## src/cfp_regs.svh

```systemverilog
// Offsets, field values, status codes and timing counts of the control frame parser.
`ifndef CFP_REGS_SVH
`define CFP_REGS_SVH

`define CFP_SYNC_HI      8'hA1
`define CFP_SYNC_LO      8'hEC
`define CFP_OFS_SYNC     6'h00
`define CFP_OFS_SYNC_LO  6'h01
`define CFP_OFS_REV      6'h02
`define CFP_OFS_CMD      6'h03
`define CFP_OFS_LEN      6'h08
`define CFP_OFS_LEN_END  6'h0B
`define CFP_OFS_ADDR     6'h0C
`define CFP_OFS_ADDR_END 6'h0D
`define CFP_CRC_LAST     6'h3D
`define CFP_OFS_HCRC     6'h3E
`define CFP_HDR_LAST     6'h3F

`define CFP_FRAME_REV    8'h03
`define CFP_CMD_READ     8'h03
`define CFP_CMD_WRITE    8'h04
`define CFP_CMD_RESET    8'h05
`define CFP_CMD_ALIVE    8'h0A

`define CFP_ST_OK        8'h00
`define CFP_ST_HCRC_BAD  8'hFB
`define CFP_ST_LEN_ZERO  8'hFD
`define CFP_ST_UNKNOWN   8'hFF

`define CFP_CRC_POLY     16'h1021
`define CFP_CRC_INIT     16'h0000

`define CFP_NUM_CONN     5
`define CFP_CONN_W       3
`define CFP_IDLE_S       10
`define CFP_CLK_HZ       50000000
`define CFP_GATEWAY_IDX  16'h0100

`endif

```

## src/cfp_pkg.sv

```systemverilog
// Types shared by the control frame parser modules.
package cfp_pkg;

  typedef struct packed {
    logic [2:0] conn;
    logic [7:0] data;
  } cfp_rx_byte_t;

  typedef struct packed {
    logic [2:0]  conn;
    logic [7:0]  status;
    logic [7:0]  opcode;
    logic [15:0] first_reg_index;
    logic [30:0] reg_count;
  } cfp_resp_t;

endpackage

```

## src/cfp_crc16.sv

```systemverilog
// One byte step of the header checksum, most significant bit first.
`timescale 1ns/1ps
`include "cfp_regs.svh"
module cfp_crc16
  import cfp_pkg::*;
(
  input  wire logic [15:0] crc_in,
  input  wire logic [7:0]  data,
  output logic      [15:0] crc_out
);

  always_comb
  begin
    logic [15:0] c;
    c = crc_in ^ {data, 8'h00};
    for (int b = 0; b < 8; b++)
    begin
      if (c[15])
        c = {c[14:0], 1'b0} ^ `CFP_CRC_POLY;
      else
        c = {c[14:0], 1'b0};
    end
    crc_out = c;
  end

endmodule

```

## src/cfp_parser.sv

```systemverilog
// Command frame header parser serving several control connections.
`timescale 1ns/1ps
`include "cfp_regs.svh"
module cfp_parser
  import cfp_pkg::*;
#(
  parameter int          NUM_CONN    = `CFP_NUM_CONN,
  parameter logic [31:0] IDLE_CYCLES = 32'(`CFP_IDLE_S * `CFP_CLK_HZ),
  parameter logic [15:0] GATEWAY_IDX = `CFP_GATEWAY_IDX
)
(
  input  wire logic                clock,
  input  wire logic                rst_b,
  input  wire logic [NUM_CONN-1:0] conn_open,
  output logic      [NUM_CONN-1:0] conn_close,
  output logic      [NUM_CONN-1:0] conn_active,
  input  wire logic                rx_valid,
  output logic                     rx_ready,
  input  wire cfp_rx_byte_t        rx_byte,
  output logic                     resp_valid,
  input  wire logic                resp_ready,
  output cfp_resp_t                resp,
  output logic                     dev_restart,
  output logic                     net_cfg_apply
);

  // ------------------------------------------------------------
  // Reset synchroniser.
  // ------------------------------------------------------------
  logic rst_meta_r;
  logic rst_n_r;

  always_ff @(posedge clock or negedge rst_b)
  begin
    if (!rst_b)
    begin
      rst_meta_r <= 1'b0;
      rst_n_r    <= 1'b0;
    end
    else
    begin
      rst_meta_r <= 1'b1;
      rst_n_r    <= rst_meta_r;
    end
  end

  // ------------------------------------------------------------
  // Per connection header state.
  // ------------------------------------------------------------
  logic [5:0]          pos_r    [NUM_CONN];
  logic [15:0]         crc_r    [NUM_CONN];
  logic [7:0]          rev_r    [NUM_CONN];
  logic [7:0]          cmd_r    [NUM_CONN];
  logic [31:0]         len_r    [NUM_CONN];
  logic [15:0]         addr_r   [NUM_CONN];
  logic [7:0]          hcrc_r   [NUM_CONN];
  logic [NUM_CONN-1:0] open_r;
  logic [NUM_CONN-1:0] timeout;
  logic                resp_valid_r;
  cfp_resp_t           resp_r;
  logic                restart_r;
  logic                apply_r;
  logic [NUM_CONN-1:0] close_r;

  logic [2:0]  c;
  logic [7:0]  d;
  logic [5:0]  pos;
  logic        accept;
  logic        hdr_done;
  logic [15:0] crc_seed;
  logic [15:0] crc_nxt;
  logic [15:0] hcrc_rx;
  logic [7:0]  status_nxt;
  logic        cmd_known;

  assign c        = rx_byte.conn;
  assign d        = rx_byte.data;
  assign rx_ready = rst_n_r && !resp_valid_r;
  assign accept   = rx_valid && rx_ready && (32'(c) < NUM_CONN) && open_r[c] && !timeout[c] &&
                    !conn_open[c];
  assign pos      = (32'(c) < NUM_CONN) ? pos_r[c] : 6'h00;
  assign hdr_done = accept && (pos == `CFP_HDR_LAST);
  assign crc_seed = (pos == `CFP_OFS_REV) ? `CFP_CRC_INIT : crc_r[c];
  assign hcrc_rx  = {hcrc_r[c], d};

  cfp_crc16 u_crc
  (
    .crc_in  (crc_seed),
    .data    (d),
    .crc_out (crc_nxt)
  );

  // ------------------------------------------------------------
  // Byte position, field assembly and running checksum.
  // ------------------------------------------------------------
  always_ff @(posedge clock or negedge rst_b)
  begin
    if (!rst_b)
    begin
      for (int i = 0; i < NUM_CONN; i++)
      begin
        pos_r[i]  <= 6'h00;
        crc_r[i]  <= `CFP_CRC_INIT;
        rev_r[i]  <= 8'h00;
        cmd_r[i]  <= 8'h00;
        len_r[i]  <= 32'h00000000;
        addr_r[i] <= 16'h0000;
        hcrc_r[i] <= 8'h00;
      end
    end
    else if (!rst_n_r)
    begin
      for (int i = 0; i < NUM_CONN; i++)
        pos_r[i] <= 6'h00;
    end
    else
    begin
      for (int i = 0; i < NUM_CONN; i++)
      begin
        if (conn_open[i] || timeout[i])
          pos_r[i] <= 6'h00;
      end
      if (accept && !conn_open[c])
      begin
        if (pos == `CFP_OFS_SYNC)
          pos_r[c] <= (d == `CFP_SYNC_HI) ? 6'h01 : 6'h00;
        else if (pos == `CFP_OFS_SYNC_LO)
          pos_r[c] <= (d == `CFP_SYNC_LO) ? 6'h02 : ((d == `CFP_SYNC_HI) ? 6'h01 : 6'h00);
        else
          pos_r[c] <= pos + 6'h01;
        if (pos >= `CFP_OFS_REV && pos <= `CFP_CRC_LAST)
          crc_r[c] <= crc_nxt;
        if (pos == `CFP_OFS_REV)
          rev_r[c] <= d;
        if (pos == `CFP_OFS_CMD)
          cmd_r[c] <= d;
        if (pos >= `CFP_OFS_LEN && pos <= `CFP_OFS_LEN_END)
          len_r[c] <= {len_r[c][23:0], d};
        if (pos >= `CFP_OFS_ADDR && pos <= `CFP_OFS_ADDR_END)
          addr_r[c] <= {addr_r[c][7:0], d};
        if (pos == `CFP_OFS_HCRC)
          hcrc_r[c] <= d;
      end
    end
  end

  // ------------------------------------------------------------
  // Header verdict.
  // ------------------------------------------------------------
  always_comb
  begin
    cmd_known = (cmd_r[c] == `CFP_CMD_READ) || (cmd_r[c] == `CFP_CMD_WRITE) ||
                (cmd_r[c] == `CFP_CMD_RESET) || (cmd_r[c] == `CFP_CMD_ALIVE);
    if (hcrc_rx != crc_r[c])
      status_nxt = `CFP_ST_HCRC_BAD;
    else if (rev_r[c] != `CFP_FRAME_REV || !cmd_known)
      status_nxt = `CFP_ST_UNKNOWN;
    else if ((cmd_r[c] == `CFP_CMD_READ || cmd_r[c] == `CFP_CMD_WRITE) &&
             len_r[c][31:1] == 31'h00000000)
      status_nxt = `CFP_ST_LEN_ZERO;
    else
      status_nxt = `CFP_ST_OK;
  end

  // ------------------------------------------------------------
  // One response per header.
  // ------------------------------------------------------------
  always_ff @(posedge clock or negedge rst_b)
  begin
    if (!rst_b)
    begin
      resp_valid_r <= 1'b0;
      resp_r       <= '0;
    end
    else if (!rst_n_r)
      resp_valid_r <= 1'b0;
    else if (hdr_done)
    begin
      resp_valid_r           <= 1'b1;
      resp_r.conn            <= c;
      resp_r.status          <= status_nxt;
      resp_r.opcode          <= cmd_r[c];
      resp_r.first_reg_index <= addr_r[c];
      resp_r.reg_count       <= len_r[c][31:1];
    end
    else if (resp_ready)
      resp_valid_r <= 1'b0;
  end

  assign resp_valid = resp_valid_r;
  assign resp       = resp_r;

  // ------------------------------------------------------------
  // Restart and network settings commit.
  // ------------------------------------------------------------
  logic        resp_ok;
  logic [31:0] last_idx;

  assign resp_ok  = resp_valid_r && resp_ready && (resp_r.status == `CFP_ST_OK);
  assign last_idx = 32'(resp_r.first_reg_index) + 32'(resp_r.reg_count) - 32'h00000001;

  always_ff @(posedge clock or negedge rst_b)
  begin
    if (!rst_b)
    begin
      restart_r <= 1'b0;
      apply_r   <= 1'b0;
    end
    else
    begin
      restart_r <= resp_ok && (resp_r.opcode == `CFP_CMD_RESET);
      apply_r   <= resp_ok && (resp_r.opcode == `CFP_CMD_WRITE) &&
                   (resp_r.first_reg_index <= GATEWAY_IDX) &&
                   (32'(GATEWAY_IDX) <= last_idx);
    end
  end

  assign dev_restart   = restart_r;
  assign net_cfg_apply = apply_r;

  // ------------------------------------------------------------
  // Connection slots and idle timers.
  // ------------------------------------------------------------
  generate
    for (genvar g = 0; g < NUM_CONN; g++)
    begin : g_conn
      logic [31:0] idle_r;

      assign timeout[g] = open_r[g] && (idle_r >= IDLE_CYCLES - 32'h00000001);

      always_ff @(posedge clock or negedge rst_b)
      begin
        if (!rst_b)
        begin
          open_r[g]  <= 1'b0;
          idle_r     <= 32'h00000000;
          close_r[g] <= 1'b0;
        end
        else if (!rst_n_r)
        begin
          open_r[g]  <= 1'b0;
          close_r[g] <= 1'b0;
        end
        else
        begin
          close_r[g] <= timeout[g] && !conn_open[g];
          if (conn_open[g])
          begin
            open_r[g] <= 1'b1;
            idle_r    <= 32'h00000000;
          end
          else if (timeout[g])
          begin
            open_r[g] <= 1'b0;
            idle_r    <= 32'h00000000;
          end
          else if (hdr_done && 32'(c) == g)
            idle_r <= 32'h00000000;
          else if (open_r[g])
            idle_r <= idle_r + 32'h00000001;
        end
      end
    end
  endgenerate

  assign conn_close  = close_r;
  assign conn_active = open_r;

endmodule

```

## config.mk

```make
export PLATFORM = sky130hd
export DESIGN_NAME = cfp_parser
export DESIGN_NICKNAME = d
export VERILOG_FILES = /design/src/cfp_pkg.sv /design/src/cfp_crc16.sv /design/src/cfp_parser.sv
export VERILOG_INCLUDE_DIRS = /design/src /design/src/src
export SDC_FILE = /design/constraint.sdc
export NUM_CORES = 1
export LEC_CHECK = 0
export BUFFER_PORTS_ARGS = -buffer_cell sky130_fd_sc_hd__buf_2
export CORE_AREA = 2 2 271 273
export CTS_CLUSTER_DIAMETER = 50
export DETAILED_ROUTE_END_ITERATION = 10
export DIE_AREA = 0 0 273 275
export GPL_ROUTABILITY_DRIVEN = 0
export PLACE_DENSITY = 0.65
export SETUP_SLACK_MARGIN = 0.02
export SLEW_MARGIN = 40
export SYNTH_ARGS = -nofsm -noshare
export SYNTH_HDL_FRONTEND = slang
export SYNTH_SLANG_ARGS = --single-unit
export TNS_END_PERCENT = 1
```

## constraint.sdc

```tcl
create_clock -name clock -period 4 [get_ports clock]
set_input_delay 0.4 -clock clock [delete_from_list [all_inputs] [get_ports clock]]
set_output_delay 0.4 -clock clock [all_outputs]
set_load 0.01 [all_outputs]
```

* After elaboration in Yosys (flattened, before gate mapping)
Cells that the tools add are included.
Widths: inputs -> output; s select.
** Cells by class
- Bitwise logic cells :: 10
- Mux-type cells :: 116
- Add/sub/neg operators :: 8
- Reductions and logical operators :: 73
- Magnitude comparators :: 17
- Equal/unequal tests :: 25
** Operators by type and width (number)
- $mux 32 :: 23
- $add 32x1->32 const B :: 5
- $bwmux 160 :: 1
- $bwmux 80 :: 2
- $ge 32x29->1 const B :: 5
- $bwmux 40 :: 3
- $mux 30 :: 4
- $mux 13 :: 8
- $bmux 16 s3 :: 2
- $bmux 32 s3 :: 1
- $demux 32 s3 :: 1
- $mux 16 :: 6
- $bwmux 30 :: 3
- $mux 6 :: 14
- $mux 8 :: 10
- $bmux 8 s3 :: 3
- $demux 16 s3 :: 1
- $logic_and 1x1->1 :: 34
- $add 16x31->32 :: 1
- $eq 8x3->1 const B :: 4
- $le 9x32->1 const A :: 1
- $sub 32x1->32 const B :: 1
- $logic_not 31->1 :: 1
- $mux 1 :: 27
- other kinds (38) :: 88
** Storage, ports and cells
- Word-level logic and storage cells :: 309
- Bits of input ports :: 20
- Bits in registers :: 711
- Output and inout port bits :: 80

* Logic depth before layout (Yosys ltp)
- Depth in word-level cells :: 25
- Mapped depth :: 16
- Depth with buffers taken out :: 13

* Cells and area by module
From an unflattened synthesis, not the netlist that was laid out.
** Second synthesis, totals
- Cell total of the unflattened synthesis :: 3319
- Area total of the unflattened synthesis :: 35816.9 um^2
** By module, submodules not included
- cfp_parser :: seq. area each 17666.9 um^2, cells each 3294, area an instance 35421.5 um^2, times used 1
- cfp_crc16 :: seq. area each 0.0 um^2, cells each 25, area an instance 395.4 um^2, times used 1

* Least setup slack after synthesis
Ideal clock, no wire load.
- Path type :: in2reg
- Start :: input rx_byte[8] (netlist name)
- End :: register crc_r[23] (netlist name)
- Arrival :: 3.453 ns
- Buffers on the path :: 3
- Slack :: 0.414 ns
- Library setup time :: 0.133 ns
- Required time :: 3.867 ns
- Stages :: 15
- Path through :: buf_6 buf_4 buf_4 mux4_2 a22o_1 inv_1 ha_1 inv_1 a221oi_4 a41oi_1 xnor2_2 xnor2_2 xnor2_4 xnor2_1 o21ai_1
** On the way
- Word-level cells in the longest chain between the ends :: 18
- Elaborated cells between the ends (all ways) :: 45
- Those cells by class :: order compare (5); eq/ne (1); mux (25); bitwise (4); reduce/logical (10)
** Ends and longest elaborated chain
- start, declared :: RTL line cfp_parser.sv:19 : input wire cfp_rx_byte_t rx_byte,
- $not 3->4 (implied by the code) :: RTL line cfp_parser.sv:81, cfp_parser.sv:83, cfp_parser.sv:132
- $bmux 6 s3 :: RTL line cfp_parser.sv:81 : assign pos = (32'(c) < NUM_CONN) ? pos_r[c] : 6'h00;
- $mux 6 (implied by the code) (2 in series) :: RTL line cfp_parser.sv:81
- $mux 6 :: RTL line cfp_parser.sv:81
- $eq 6x2->1 (no source line)
- $mux 16 :: RTL line cfp_parser.sv:83 : assign crc_seed = (pos == `CFP_OFS_REV) ? `CFP_CRC_INIT : crc_r[c];
- $xor 16x16->16 :: RTL line cfp_crc16.sv:15 : c = crc_in ^ {data, 8'h00};
- $mux 13 (5 in series) :: RTL line cfp_crc16.sv:18 : if (c[15])
- $not 3->3 (no source line)
- $mux 13 (3 in series) :: RTL line cfp_crc16.sv:18
- $bwmux 80 :: RTL line cfp_parser.sv:132 : crc_r[c] <= crc_nxt;
- end signal, assigned by index :: RTL line cfp_parser.sv:103 : crc_r[i] <= `CFP_CRC_INIT;
- end signal, assigned by index :: RTL line cfp_parser.sv:132
- end, declared :: RTL line cfp_parser.sv:51 : logic [15:0] crc_r [NUM_CONN];
Parallel ways exist; a longest one is shown, timed or not. The select of a mux whose other input is x is not followed.
A chain may end at the register's enable or synchronous reset.

* Worst setup path after layout
- Start :: register resp_r (netlist bit resp[37])
- End :: register apply_r, in the netlist net_cfg_apply
** On the way
- Word-level cells in the longest chain between the ends :: 4
- Elaborated cells between the ends (all ways) :: 6
- Those cells by class :: add/sub (2); order compare (2); reduce/logical (2)
** Ends and longest elaborated chain
- start, declared :: RTL line cfp_parser.sv:60 : cfp_resp_t resp_r;
- $add 16x31->32 :: RTL line cfp_parser.sv:200 : assign last_idx = 32'(resp_r.first_reg_index) + 32'(resp_r.reg_count) - 32'h00000001;
- $sub 32x1->32 :: RTL line cfp_parser.sv:200
- $le 9x32->1 :: RTL line cfp_parser.sv:214 : (32'(GATEWAY_IDX) <= last_idx);
- $logic_and 1x1->1 * :: RTL line cfp_parser.sv:212 : apply_r <= resp_ok && (resp_r.opcode == `CFP_CMD_WRITE) &&
- end signal, assigned :: RTL line cfp_parser.sv:212
- end, declared :: RTL line cfp_parser.sv:62 : logic apply_r;
Mark *: on every way between the ends. The rest lies on a longest branch, timed or not.

==> results.json <==
{
  "yosysSeqAreaShare_pct": 49.4,
  "rrSetupSlack_ps": 290,
  "crit_type": "reg -> reg",
  "finalInstanceArea_mm2": 0.0408,
  "hold_path.class": "in -> reg",
  "dieArea_mm2": 0.0751,
  "r2r_start": "resp[37]",
  "grtUsageTotal_pct": 24.6,
  "core_mm2": 0.0723,
  "drt_iter0_drc": 2151,
  "power.density_mw_per_mm2": 411,
  "rr_worst_depth": 12,
  "whs_path_depth": 2,
  "viasPerCell": 5.88,
  "portBuffers": 99,
  "grt-ovfl-total": 0,
  "fin_crit_ps": 3710,
  "synthCells": 3465,
  "yosys_warnings": 0,
  "h-tree-depth": 3,
  "synthDistinctLibCells": 95,
  "top_usage_layer": "met2",
  "ir_drop_mv": 0.364,
  "clockBufferDepth": 3,
  "hold-worst-slack_ps": 44.4,
  "antenna_found_initial": 2,
  "cts_inserted_buffers": 91,
  "cp_data_required_time_ps": 4490,
  "stdcell_count": 4573,
  "syn_nets": 3541,
  "syn_avg_cell_area_um2": 10.3,
  "drive_above_1_share_pct": 17.0,
  "insertion_delay_ps": 650,
  "synth_ff_type": "dfrtp_1",
  "avgRoutedWirePerCell_um": 19.9,
  "grt_pass1_vias": 26500,
  "die_h_um": 275,
  "period_share_pct": 92.7,
  "met3_usage_pct": 3.81,
  "die-width_um": 273,
  "arrival_ps": 4200,
  "initial_core_util_pct": 49.4,
  "postCtsSetupBuffers": 0,
  "routed-via-count": 26900,
  "r2r-end": "net_cfg_apply",
  "worstSetupStartpointType": "flop",
  "drv_cap": 0,
  "maxSlewHeadroom_pct": 41.1,
  "grt_use_met2_pct": 40.6,
  "setup_viol": 0,
  "synth-seq-cells": 706,
  "cp_max_fo": 4,
  "clkSlewWorstSetupHoldPaths_ps": 60,
  "rsz0062_at_grt": "false",
  "gr-usage-met1_pct": 33.6,
  "total_power_mw": 16.7,
  "end_kind": "flop",
  "fp-row-count": 99,
  "cts_tree": "done",
  "grt_max_degree": 117,
  "status": "completed",
  "tns_ps": 0,
  "cts.sinks": 706,
  "p_leak_nw": 18.2,
  "remaining_drc_errors": 0,
  "antenna_left": 0,
  "syn2layout_area_growth_pct": 14.0,
  "hp-start": "conn_open[4]",
  "maxSlewViolCount": 0,
  "finClkSkew_ps": 31.6,
  "whs_endpoint": "conn_close[4]",
  "grt_pass1_wl_mm": 148,
  "fin_nets": 3615,
  "dr.pass1.iters": 7,
  "max_freq_ghz": 0.270,
  "worst_pin_slew_ps": 880,
  "finalHoldViolCount": 0,
  "place_area_mm2": 0.0375,
  "dp.cells": 4404,
  "io_pins": 100,
  "async_flop_share_pct": 100,
  "synth_edf_count": 0,
  "root_buffer": "clkbuf_16",
  "drt_wl_total_mm": 90.9,
  "syn_area_mm2": 0.0358,
  "dpl.hpwl_mm": 59.8
}
## placed cells by master, fill, tap and decap left out, types with 95 or more instances in the layout
master | synthesis | layout
mux2_1 | 137 | 137
o21ai_0 | 335 | 334
buf_2 | 69 | 96
dfrtp_1 | 706 | 706
nand3_1 | 121 | 121
nor2_1 | 139 | 138
nand2_1 | 445 | 445
a21oi_1 | 95 | 95
inv_1 | 172 | 172
## how the worst max path moves through the flow
stage	start	end
6_report	resp[37]	net_cfg_apply
5_1_grt	resp[5]	net_cfg_apply
4_1_cts	resp[32]	net_cfg_apply
3_5_place_dp	rx_byte[9]	resp[61]
3_3_place_gp	rx_byte[9]	resp[61]
2_1_floorplan	rx_byte[8]	crc_r[23]
## where the power goes
part	total [mW]	switching, mW	internal [mW]
clock network	8.85	3.33	5.52
logic	0.681	0.497	0.184
registers	7.21	0.0381	7.17
## cells in the mapped netlist (all sizes together) (82+ instances only)
master  number  area (µm²)
mux2       203        2290
inv        174         653
mux4        86        1940
dfrtp      706       17700
buf        113         657
o21ai      381        1910
nor2       154         616
nand4       82         544
nand2      446        1680
nand3      126         663
clkbuf     113         424
a21oi       98         502
## critical path: stages, from the launching register on
cell,delay [ps]
dfrtp_1,380
inv_1,70
ha_1,280
inv_1,40
ha_1,320
o21ai_0,390
a21oi_1,220
a211oi_1,420
o2111ai_1,290
a41oi_1,310
mux2_2,360
a211oi_1,320
a31oi_1,150
## kinds of logic after synthesis
group / synth area share [%]
compound gates: 14.7
xor+xnor: 2.17
fa+ha+maj: 1.98
buf+inv: 4.85
flops: 49.4
mux: 12.0
other cells: 0.0105
simple gates: 14.9
## per-layer routing
metal	vias up	wire (µm)
met5	-	16
met4	2	2690
met3	157	4490
met2	646	43500
met1	13400	40200
li1	12700	-
## registers in the layout, indices dropped and copies added (netlist names), 40 cells and up
signal         count
len_r            160
cmd_r             40
rev_r             40
g_conn.idle_r    160
hcrc_r            40
addr_r            80
resp              61
crc_r             80
## cell type report
cell class | instances | area, µm²
fill | 6243 | 31600
sequential | 706 | 17700
antenna | 1 | 2.50
timing repair buffer | 207 | 1540
clock inverter | 62 | 873
multi-input combinational | 2359 | 16400
inverter | 174 | 654
clock buffer | 105 | 2430
tap | 959 | 1200
## metrics by stage
step / utilization (%) / worst slack (ps)
3_5_place_dp: 51.8 / 91.6
3_3_place_gp: 51.7 / 89.5
2_1_floorplan: - / 414
6_report: 56.4 / 292
4_1_cts: 56.4 / 328
5_1_grt: 56.4 / 45.7
## what timing repair did
action	4_1_cts	5_1_grt
endpoints found under the hold margin	41	0
gates resized for setup	0	0
hold buffers	1	0
(Power assumes the default switching activity.)
